--- config.mk ---
export PLATFORM = sky130hd
export DESIGN_NAME = flash_command_status_regs
export DESIGN_NICKNAME = d
export VERILOG_FILES = /design/src/design/flash_cmd_pkg.sv /design/src/design/flash_command_status_regs.sv
export VERILOG_INCLUDE_DIRS = /design/src /design/src/design
export SDC_FILE = /design/constraint.sdc
export NUM_CORES = 1
export LEC_CHECK = 0
export ABC_AREA = 1
export BUFFER_PORTS_ARGS = -buffer_cell sky130_fd_sc_hd__buf_2
export CORE_MARGIN = 2
export CORE_UTILIZATION = 56
export DETAILED_ROUTE_END_ITERATION = 10
export MAX_ROUTING_LAYER = met4
export PLACE_DENSITY_LB_ADDON = 0.25
export SETUP_SLACK_MARGIN = 0.15
export SLEW_MARGIN = 20
export SYNTH_ARGS = -nofsm -noshare
export SYNTH_HDL_FRONTEND = slang
export SYNTH_SLANG_ARGS = --single-unit
export TNS_END_PERCENT = 20
--- constraint.sdc ---
create_clock -name pclk -period 4.09 [get_ports pclk]
set_clock_uncertainty 0.05 [all_clocks]
set_input_delay 0.818 -clock pclk [delete_from_list [all_inputs] [get_ports pclk]]
set_output_delay 0.818 -clock pclk [all_outputs]
set_load 0.1 [all_outputs]
--- src/design/flash_cmd_consts.svh ---
// constants for the flash command/status register block
// assumes inclusion by the design module and the testbench
`ifndef FLASH_CMD_CONSTS_SVH
`define FLASH_CMD_CONSTS_SVH
`define OFS_STATUS 12'h000
`define OFS_COMMAND 12'h004
`define OFS_CONTROL 12'h008
`define OFS_CONFIG 12'h00C
`define OFS_CLKDIV 12'h010
`define BIT_BEF 7
`define BIT_CCF 6
`define BIT_PVF 5
`define BIT_AEF 4
`define BIT_BLANK 2
`define BIT_FAIL 1
`define BIT_BEIE 7
`define BIT_COMMAND_COMPLETE_IRQ_ENABLE 6
`define CMD_ERASE_VERIFY 7'h05
`define CMD_DATA_COMPRESS 7'h06
`define CMD_WORD_PROGRAM 7'h20
`define CMD_SECTOR_ERASE 7'h40
`define CMD_MASS_ERASE 7'h41
`define CMD_SECTOR_ABORT 7'h47
`define RST_CONFIG 8'h00
`define RST_CLKDIV 7'h00
`endif

--- src/design/flash_cmd_pkg.sv ---
// types for the flash command/status register block
// assumes flash_cmd_consts.svh is on the include path
package flash_cmd_pkg;
  typedef enum logic [1:0] {SEQ_IDLE, SEQ_WORD, SEQ_CMD} seq_state_t;
  typedef struct packed {
    logic start;
    logic [6:0] code;
    logic erase_verify;
    logic data_compress;
  } launch_t;
  typedef struct packed {
    logic done;
    logic blank;
    logic prot_viol;
    logic op_err;
  } exec_result_t;
endpackage

--- src/design/flash_command_status_regs.sv ---
// flash command, status and control registers on an apb slave
// assumes an execution stage that takes launch pulses and reports done/errors
//
// Behaviour
// RL1: buffer-empty flag bit 7 set when buffers free; write 1 clears, 0 ignored.
// RL2: write 0 to buffer-empty after word store aborts sequence, sets access error.
// RL3: write 0 to buffer-empty outside a sequence leaves access error alone.
// RL4: buffer-empty flag with its enable requests an interrupt.
// RL5: command-complete bit 6 clears with buffer-empty, sets when all commands done.
// RL6: command-complete ignores writes; with its enable requests an interrupt.
// RL7: protection-violation bit 5 set on protected target; write 1 clears.
// RL8: protection violation set blocks sequence start and launch.
// RL9: access error bit 4 on sequence fault, bad code, erase abort, stop.
// RL10: write 1 clears access error; while set no sequence start or launch.
// RL11: access error from verify or compress discards buffered command.
// RL12: after erase-verify completes, bit 2 shows blank result.
// RL13: blank bit clears on new valid launch; writes ignored.
// RL14: failure bit 1 set when verify finds not erased; write 1 clears.
// RL15: failure bit visible and writable only in special mode, else reads 0.
// RL16: command bits 6..0 read/write in sequence; bit 7 reads 0.
// RL17: accepted codes 05, 06, 20, 40, 41, 47.
// RL18: any other code written sets access error.
// RL19: control register loaded from configuration byte at reset, read-only; here reset clears it and a config_load pulse loads it.
// RL20: control bits 7..0 are general nonvolatile bits.
// RL21: sequence is word write, code write, launch, no other writes between.
// RL22: no command executes before clock divider written since reset.
// RL23: valid launch hands command to execution, buffer-empty sets when free.
`timescale 1ns/10ps
`include "flash_cmd_consts.svh"
module flash_command_status_regs (
  input wire logic pclk,
  input wire logic presetn,
  input wire logic psel,
  input wire logic penable,
  input wire logic pwrite,
  input wire logic [11:0] paddr,
  input wire logic [31:0] pwdata,
  output logic [31:0] prdata,
  output logic pready,
  output logic pslverr,
  input wire logic special_mode,
  input wire logic [7:0] config_byte,
  input wire logic config_load,
  input wire logic array_word_write,
  input wire logic stop_request,
  input wire logic exec_ready,
  input wire flash_cmd_pkg::exec_result_t exec_result,
  output flash_cmd_pkg::launch_t launch,
  output logic buffer_empty_irq,
  output logic command_complete_irq
);

  // ****************************************
  // apb decode
  // ****************************************
  logic wr_en;
  logic rd_en;
  logic hit;
  logic [7:0] wbyte;
  assign wr_en = psel & penable & pwrite;
  assign rd_en = psel & penable & ~pwrite;
  assign pready = 1'b1;
  assign hit = (paddr == `OFS_STATUS) | (paddr == `OFS_COMMAND) |
    (paddr == `OFS_CONTROL) | (paddr == `OFS_CONFIG) | (paddr == `OFS_CLKDIV);
  assign pslverr = psel & penable & ~hit;
  assign wbyte = pwdata[7:0];

  logic wr_status;
  logic wr_command;
  logic wr_config;
  logic wr_clkdiv;
  assign wr_status = wr_en & (paddr == `OFS_STATUS);
  assign wr_command = wr_en & (paddr == `OFS_COMMAND);
  assign wr_config = wr_en & (paddr == `OFS_CONFIG);
  assign wr_clkdiv = wr_en & (paddr == `OFS_CLKDIV);

  // ****************************************
  // state
  // ****************************************
  flash_cmd_pkg::seq_state_t seq_q;
  logic bef_q;
  logic ccf_q;
  logic pvf_q;
  logic aef_q;
  logic blank_q;
  logic fail_q;
  logic [6:0] cmd_q;
  logic [7:0] control_q;
  logic [7:0] config_q;
  logic [6:0] clkdiv_q;
  logic div_loaded_q;
  logic pend_q;
  logic [6:0] pend_cmd_q;
  logic busy_q;
  logic [6:0] act_cmd_q;
  logic stop_s1_q;
  logic stop_s2_q;

  // ****************************************
  // command decode
  // ****************************************
  logic code_ok;
  logic blocked;
  logic launch_req;
  logic abort_seq;
  logic stop_err;
  logic verify_err;
  logic take_pend;
  // rl17 code table
  always_comb begin
    case (wbyte[6:0])
      `CMD_ERASE_VERIFY, `CMD_DATA_COMPRESS, `CMD_WORD_PROGRAM,
      `CMD_SECTOR_ERASE, `CMD_MASS_ERASE, `CMD_SECTOR_ABORT: code_ok = 1'b1;
      default: code_ok = 1'b0;
    endcase
  end
  // rl8 rl10 error blocking
  assign blocked = pvf_q | aef_q;
  assign launch_req = wr_status & wbyte[`BIT_BEF] & (seq_q == flash_cmd_pkg::SEQ_CMD) & ~blocked;
  // rl2 rl3 zero-write abort
  assign abort_seq = wr_status & ~wbyte[`BIT_BEF] & (seq_q != flash_cmd_pkg::SEQ_IDLE);
  assign stop_err = stop_s2_q & ~ccf_q;
  assign verify_err = exec_result.done & exec_result.op_err &
    ((act_cmd_q == `CMD_ERASE_VERIFY) | (act_cmd_q == `CMD_DATA_COMPRESS));
  // rl22 divider gate
  assign take_pend = pend_q & (~busy_q | exec_result.done) & exec_ready & div_loaded_q &
    ~verify_err & ~blocked;

  // ****************************************
  // stop synchroniser
  // ****************************************
  always_ff @(posedge pclk or negedge presetn) begin
    if (!presetn) begin
      stop_s1_q <= 1'b0;
      stop_s2_q <= 1'b0;
    end else begin
      stop_s1_q <= stop_request;
      stop_s2_q <= stop_s1_q;
    end
  end

  // ****************************************
  // sequence tracker
  // ****************************************
  // rl21 sequence steps
  always_ff @(posedge pclk or negedge presetn) begin
    if (!presetn) begin
      seq_q <= flash_cmd_pkg::SEQ_IDLE;
    end else begin
      case (seq_q)
        flash_cmd_pkg::SEQ_IDLE: begin
          if (array_word_write && !blocked) begin
            seq_q <= flash_cmd_pkg::SEQ_WORD;
          end
        end
        flash_cmd_pkg::SEQ_WORD: begin
          if (abort_seq || wr_status || wr_config || wr_clkdiv) begin
            seq_q <= flash_cmd_pkg::SEQ_IDLE;
          end else if (wr_command) begin
            seq_q <= code_ok ? flash_cmd_pkg::SEQ_CMD : flash_cmd_pkg::SEQ_IDLE;
          end
        end
        flash_cmd_pkg::SEQ_CMD: begin
          if (wr_status || wr_command || wr_config || wr_clkdiv || array_word_write) begin
            seq_q <= flash_cmd_pkg::SEQ_IDLE;
          end
        end
        default: seq_q <= flash_cmd_pkg::SEQ_IDLE;
      endcase
    end
  end

  // ****************************************
  // command register
  // ****************************************
  always_ff @(posedge pclk or negedge presetn) begin
    if (!presetn) begin
      cmd_q <= 7'h00;
    end else if (wr_command && seq_q == flash_cmd_pkg::SEQ_WORD) begin
      // rl16 seven code bits
      cmd_q <= wbyte[6:0];
    end
  end

  // ****************************************
  // buffer and execution stage
  // ****************************************
  always_ff @(posedge pclk or negedge presetn) begin
    if (!presetn) begin
      pend_q <= 1'b0;
      pend_cmd_q <= 7'h00;
    end else if (launch_req) begin
      // rl23 buffer the command
      pend_q <= 1'b1;
      pend_cmd_q <= cmd_q;
    end else if (take_pend || verify_err) begin
      // rl11 discard on verify error
      pend_q <= 1'b0;
    end
  end

  always_ff @(posedge pclk or negedge presetn) begin
    if (!presetn) begin
      busy_q <= 1'b0;
      act_cmd_q <= 7'h00;
    end else if (take_pend) begin
      busy_q <= 1'b1;
      act_cmd_q <= pend_cmd_q;
    end else if (exec_result.done) begin
      busy_q <= 1'b0;
    end
  end

  always_ff @(posedge pclk or negedge presetn) begin
    if (!presetn) begin
      launch <= '0;
    end else begin
      launch.start <= take_pend;
      launch.code <= pend_cmd_q;
      launch.erase_verify <= take_pend & (pend_cmd_q == `CMD_ERASE_VERIFY);
      launch.data_compress <= take_pend & (pend_cmd_q == `CMD_DATA_COMPRESS);
    end
  end

  // ****************************************
  // status flags
  // ****************************************
  always_ff @(posedge pclk or negedge presetn) begin
    if (!presetn) begin
      bef_q <= 1'b1;
    end else if (array_word_write && !bef_q) begin
      bef_q <= 1'b1;
    end else if (launch_req) begin
      // rl1 write one clears
      bef_q <= 1'b0;
    end else if (!pend_q) begin
      // rl23 refill when free
      bef_q <= 1'b1;
    end
  end

  always_ff @(posedge pclk or negedge presetn) begin
    if (!presetn) begin
      ccf_q <= 1'b1;
    end else if (launch_req) begin
      // rl5 clear with buffer-empty
      ccf_q <= 1'b0;
    end else if (!pend_q && !busy_q && !launch.start) begin
      ccf_q <= 1'b1;
    end
  end

  always_ff @(posedge pclk or negedge presetn) begin
    if (!presetn) begin
      pvf_q <= 1'b0;
    end else if (exec_result.done && exec_result.prot_viol) begin
      // rl7 set beats clear
      pvf_q <= 1'b1;
    end else if (wr_status && wbyte[`BIT_PVF]) begin
      pvf_q <= 1'b0;
    end
  end

  always_ff @(posedge pclk or negedge presetn) begin
    if (!presetn) begin
      aef_q <= 1'b0;
    end else if (abort_seq || (wr_command && !code_ok) || stop_err ||
                 (exec_result.done && exec_result.op_err)) begin
      // rl9 rl18 access error sources
      aef_q <= 1'b1;
    end else if (wr_status && wbyte[`BIT_AEF]) begin
      // rl10 write one clears
      aef_q <= 1'b0;
    end
  end

  always_ff @(posedge pclk or negedge presetn) begin
    if (!presetn) begin
      blank_q <= 1'b0;
    end else if (exec_result.done && act_cmd_q == `CMD_ERASE_VERIFY) begin
      // rl12 verify result
      blank_q <= exec_result.blank;
    end else if (launch_req) begin
      // rl13 clear on launch
      blank_q <= 1'b0;
    end
  end

  always_ff @(posedge pclk or negedge presetn) begin
    if (!presetn) begin
      fail_q <= 1'b0;
    end else if (exec_result.done && act_cmd_q == `CMD_ERASE_VERIFY && !exec_result.blank) begin
      // rl14 verify failure
      fail_q <= 1'b1;
    end else if (wr_status && wbyte[`BIT_FAIL] && special_mode) begin
      // rl15 special mode clear
      fail_q <= 1'b0;
    end
  end

  // ****************************************
  // config, divider, control
  // ****************************************
  always_ff @(posedge pclk or negedge presetn) begin
    if (!presetn) begin
      config_q <= `RST_CONFIG;
    end else if (wr_config) begin
      config_q <= wbyte;
    end
  end

  always_ff @(posedge pclk or negedge presetn) begin
    if (!presetn) begin
      clkdiv_q <= `RST_CLKDIV;
      div_loaded_q <= 1'b0;
    end else if (wr_clkdiv) begin
      clkdiv_q <= wbyte[6:0];
      div_loaded_q <= 1'b1;
    end
  end

  // rl19 rl20 reset clears, config_load pulse loads config_byte
  always_ff @(posedge pclk or negedge presetn) begin
    if (!presetn) begin
      control_q <= 8'h00;
    end else if (config_load) begin
      control_q <= config_byte;
    end
  end

  // ****************************************
  // interrupts requests and read mux
  // ****************************************
  // rl4 rl6 flag and enable
  assign buffer_empty_irq = bef_q & config_q[`BIT_BEIE];
  assign command_complete_irq = ccf_q & config_q[`BIT_COMMAND_COMPLETE_IRQ_ENABLE];

  logic [7:0] status_rd;
  always_comb begin
    status_rd = 8'h00;
    status_rd[`BIT_BEF] = bef_q;
    status_rd[`BIT_CCF] = ccf_q;
    status_rd[`BIT_PVF] = pvf_q;
    status_rd[`BIT_AEF] = aef_q;
    status_rd[`BIT_BLANK] = blank_q;
    // rl15 hidden in normal mode
    status_rd[`BIT_FAIL] = fail_q & special_mode;
  end

  always_ff @(posedge pclk or negedge presetn) begin
    if (!presetn) begin
      prdata <= 32'h0000_0000;
    end else if (psel && !penable && !pwrite) begin
      case (paddr)
        `OFS_STATUS: prdata <= {24'h00_0000, status_rd};
        `OFS_COMMAND: prdata <= {25'h000_0000, cmd_q};
        `OFS_CONTROL: prdata <= {24'h00_0000, control_q};
        `OFS_CONFIG: prdata <= {24'h00_0000, config_q};
        `OFS_CLKDIV: prdata <= {24'h00_0000, div_loaded_q, clkdiv_q};
        default: prdata <= 32'h0000_0000;
      endcase
    end
  end

  // ****************************************
  // assertions
  // ****************************************
  // rl8 rl10
  no_launch_blocked_a: assert property (@(posedge pclk) disable iff (!presetn)
    take_pend |-> !blocked) else $error("launch while error flag set");
  // rl18
  bad_code_err_a: assert property (@(posedge pclk) disable iff (!presetn)
    (wr_command && !code_ok) |=> aef_q) else $error("bad code did not set error");
  // rl3
  idle_zero_ok_a: assert property (@(posedge pclk) disable iff (!presetn)
    (seq_q == flash_cmd_pkg::SEQ_IDLE && wr_status && !wbyte[`BIT_BEF] && !aef_q &&
     !wr_command && !stop_err && !exec_result.done) |=> !aef_q)
    else $error("idle zero write set error");
  // rl5
  ccf_clear_a: assert property (@(posedge pclk) disable iff (!presetn)
    launch_req |=> (!ccf_q && !bef_q)) else $error("complete flag not cleared");
  // rl22
  div_gate_a: assert property (@(posedge pclk) disable iff (!presetn)
    launch.start |-> div_loaded_q) else $error("launch before divider load");
  // rl4
  irq_be_a: assert property (@(posedge pclk) disable iff (!presetn)
    buffer_empty_irq == (bef_q && config_q[`BIT_BEIE])) else $error("irq mismatch");
  // rl15
  fail_hidden_a: assert property (@(posedge pclk) disable iff (!presetn)
    (psel && !penable && !pwrite && paddr == `OFS_STATUS && !special_mode)
    |=> !prdata[`BIT_FAIL]) else $error("fail visible in normal mode");
  // rl16
  cmd_top_zero_a: assert property (@(posedge pclk) disable iff (!presetn)
    (psel && !penable && !pwrite && paddr == `OFS_COMMAND) |=> !prdata[7])
    else $error("command top bit nonzero");
endmodule

Yosys cells after proc, flatten, opt, wreduce, memory -nomap -nowiden:

Cells that the tools add are included.

* input bits: 66
* bits in read-only memories: 0
* output and inout port bits: 46
* latch bits: 0
* memory bits (writable): 0
* flip-flop bits (word level): 99
* word-level logic and storage cells: 154
* memories: 0

* equality and inequality tests: 20
* bitwise operators: 38
* order comparisons: 0
* multipliers: 0
* reductions and logical operators: 48
* multiplexer cells: 25
* $add $sub $neg: 0
* div/mod/pow operators: 0
* shift-type cells: 0

Operators by type and width (count)
* $eq A7 B3 Y1 const B: 6
* $pmux W8 S5: 1
* $and A1 B1 Y1: 25
* $eq A12 B4 Y1 const B: 2
* $eq A7 B7 Y1 const B: 3
* $mux W1: 18
* $logic_and A1 B1 Y1: 16
* $reduce_bool A2 Y1: 8
* $eq A12 B3 Y1 const B: 1
* $eq A12 B5 Y1 const B: 1
* $logic_not A12 Y1: 1
* $logic_or A1 B1 Y1: 11
* $mux W2: 5
* $logic_not A1 Y1: 9
* $eq A7 B6 Y1 const B: 1
* $or A1 B1 Y1: 7
* $not A1 Y1: 6
* $pmux W2 S3: 1
* $reduce_or A6 Y1: 1
* $ne A3 B1 Y1 const B: 1
* $ne A3 B3 Y1 const B: 1
* $reduce_and A3 Y1: 1
* $eq A2 B1 Y1 const B: 1
* $eq A2 B2 Y1 const B: 1
* other kinds (3): 3

Depth between registers and ports, before layout:

* depth in word-level cells: 10
* mapped depth: 10
* depth with buffers taken out: 10

Worst setup path after synthesis:

OpenSTA, ideal clock, no wires.

* path kind: in2out
* start point: input port paddr[7]
* end point: output port pslverr
* slack: 575 ps
* arrival time: 2647 ps
* stages: 7
* data required time: 3222 ps
* buffers on the path: 1
* cell sequence: nor2_1 > and2_1 > and2_1 > buf_4 > nor2_1 > nand3_1 > nor3_2

* word-level cells in the longest chain between the ends: 7
* elaborated cells between the ends (all ways): 11
* classes of those cells: eq/ne: 4; bitwise: 6; reduce/logical: 1

Ends and longest elaborated chain
* start: declaration: RTL line flash_command_status_regs.sv:36 `input wire logic [11:0] paddr,`
* $eq A12 B3 Y1 / $logic_not A12 Y1 (equally long branches)
* $or A1 B1 Y1 (3 in a row): RTL line flash_command_status_regs.sv:63 `` assign hit = (paddr == `OFS_STATUS) | (paddr == `OFS_COMMAND) | ``
* $or A1 B1 Y1 (*): RTL line flash_command_status_regs.sv:63
* $not A1 Y1 (*): RTL line flash_command_status_regs.sv:65 `assign pslverr = psel & penable & ~hit;`
* $and A1 B1 Y1 (*): RTL line flash_command_status_regs.sv:65
* end: declaration: RTL line flash_command_status_regs.sv:40 `output logic pslverr,`

Every way passes the cells marked *; elsewhere a longest branch is shown, timed or not.

Worst setup path after layout:

Ends and elaborated chain as after synthesis.

==> metrics.txt <==
outcome finished, final reports clean; crit path time final 3120 ps; RSZ-0062 raised after global routing false; Core Region 6460 µm²; Hold Vio Cnt, Final 0; maximum VDD drop 0.168 mV; Setup TNS Final 0 ps; Residual DRC 0; period utilization 0.763; CP Launch Type input pin; largest net degree at the start of global routing 30; width of the die 86.3 µm; Overall Power 1.71 mW; post-synthesis cell count 444; Synth Area per Inst 8.54 µm²; first-pass GRT wire length 13.6 mm; Inserted Clock Buffers 9; Root Driver clkbuf_8; drt pass-1 iters 7; Final Max Slew Viols 0; nature of the critical path endpoint output pin; share of cells above drive strength 1 0.249; Clock Pin Slew Worst Setup and Hold Paths 80 ps; Clock Tree Buf Depth 2; Wirelength per Cell 13.9 µm; CTS Hold Bufs 0; Worst EP arrival 2250 ps; Antenna Nets Post-Route 0; 1st-iter DRT viols 229; Synth Register Bits 75; vias in the first global route 2793; overall routed net length 8.19 mm; final std cells w/o fill 591; TritonCTS clock tree done; IO Port Bufs 62; total gr overflow 0; Starting Density 0.587; Antenna Cells 0; IO Pins 112; slowest CP cell inv_1; Via density 5.27; routed via count 3112; worst hold-check path type reg -> reg; post-synthesis sequential area ratio 0.495; placed instance count 575; Worst path top cell family by delay buffers and inverters; FP Rows 29; Tot GR Track Use 0.242; worst hold slack 303 ps; Filler cells 546; die area 7450 µm²; Routability Congestion 0.950; post-CTS resize count 0; CTS Sinks 75; Synth area leaders dfrtp_1 (48%), nand2_1 (11%), buf_4 (5.3%), inv_1 (5.2%), o21ai_0 (3.8%); Worst Path Buf+Inv 4; HPWL Detailed 6.18 mm; post-synthesis cell area 3790 µm²; CP cell instances buf_2, nor2_1, nand2_2, inv_1, nand2_1, inv_1, nor3_2, buf_2; Yosys warnings 0; fmax 320 MHz; Post-CTS Setup Bufs 0; layout net count 575; critical path fanouts, max 13; CP max stage delay 400 ps; Clock Latency Late Sink 340 ps; P&R area growth vs syn 12.6%; CP Class in -> out; die height 86.3 µm; relative slew slack 0.576; Netlist cell types 32; Synth top area share 0.482; Synth area leader dfrtp_1; H-tree levels 3; worst slew pin tran 637 ps; P per Cell Area 400 nW/µm²; initial antenna violation count 0; max-cap violation count 0; P_leak 2.29 nW; CP Data Required Time 3220 ps; Finish-stage setup viols 0
==> power by group <==
group	switching [mW]	leakage, nW	internal, mW	total (mW)
clock	0.286	0.103	0.345	0.631
sequential	0.0110	0.968	0.763	0.774
combinational	0.247	1.22	0.0580	0.305
total	0.544	2.29	1.17	1.71
==> per-layer routing <==
layer,share of wire,wire length [µm],global-route usage,vias up
met5,0,0,-,-
met4,0.018,150,0.0625,0
met3,0.064,522,0.0562,17
met2,0.47,3840,0.364,123
met1,0.45,3680,0.336,1466
li1,-,-,-,1506
==> final timing paths <==
kind	startpoint	to	slack, ps	cells past startpoint
worst max-delay path	paddr[7]	pslverr	970	8
worst min-delay path	stop_s1_q$_DFF_PN0_	stop_s2_q$_DFF_PN0_	300	0
worst max register to register	act_cmd_q[5]$_DFFE_PN0P_	act_cmd_q[2]$_DFFE_PN0P_	2160	8
worst min register to register	stop_s1_q$_DFF_PN0_	stop_s2_q$_DFF_PN0_	300	0
max in group asynchronous	presetn	bef_q$_DFFE_PN1P_	2760	2
min in group asynchronous	presetn	act_cmd_q[6]$_DFFE_PN0P_	430	1
==> through the flow <==
stage | utilization | area, µm² | worst slack, ps
after floorplan | - | 3880 | 575
after global placement | 0.628 | 4050 | 1010
after detailed placement | 0.628 | 4050 | 986
after CTS | 0.661 | 4270 | 978
after global routing | 0.661 | 4270 | 821
final | 0.661 | 4270 | 969
==> synth_stat cells <==
master and n:
nand3_4 1, o21ai_2 12, buf_6 3, and2_1 2, dfrtp_1 73, nor2_8 1
nor3_1 8, inv_1 53, nand3_1 20, o21ai_0 29, nand2_2 2, nor2_2 4
nor2_4 2, a21oi_2 2, or2_2 7, clkbuf_1 1, conb_1 2, nand4_1 16
nand2_4 2, buf_2 3, nor2_1 37, buf_4 27, or2_1 1, mux2_2 8
clkinv_2 1, dfstp_2 2, nor3_2 2, nand2_1 108, a21oi_1 4, o21ai_1 2
nand3_2 2, o211ai_1 7
==> state kept, by name, indices dropped and copies added (netlist names), 2 cells and up <==
register / flops
control_q: 8
seq_q: 2
pend_cmd_q: 7
cmd_q: 7
prdata: 8
clkdiv_q: 7
launch: 10
config_q: 8
act_cmd_q: 7
==> kinds of logic (layout without fill, tap and decap cells) <==
family                 count (synthesis)  after routing  synth area share
DFF                                   75             75             0.495
buffers and inverters                 88            135             0.121
muxes                                  8              8            0.0237
other                                  2             25           0.00198
AOI/OAI and AO/OA                     56             56            0.0923
and+or+nand+nor                      215            215             0.266
==> cell type report <==
cell class	instances	area [µm²]	share of cell area
clock inverter	6	88.8	0.0208
multi-input combinational	304	1540	0.361
clock buffer	10	128	0.0299
inverter	54	204	0.0478
sequential	75	1880	0.440
timing repair buffer	65	333	0.0779
tap	77	96.3	0.0226
==> layout by cell type, fill, tap and decap left out, types with 3 or more instances in the layout <==
cell and count:
nand2_1 108, dfrtp_1 73, buf_2 62, inv_1 53
nor2_1 37, o21ai_0 29, conb_1 25, nand3_1 20
nand4_1 16, o21ai_2 12, clkbuf_8 9, nor3_1 8
mux2_2 8, o211ai_1 7, or2_2 7, nor2_2 4
a21oi_1 4, buf_4 3
Note: power is estimated with default switching activity, not from simulation.
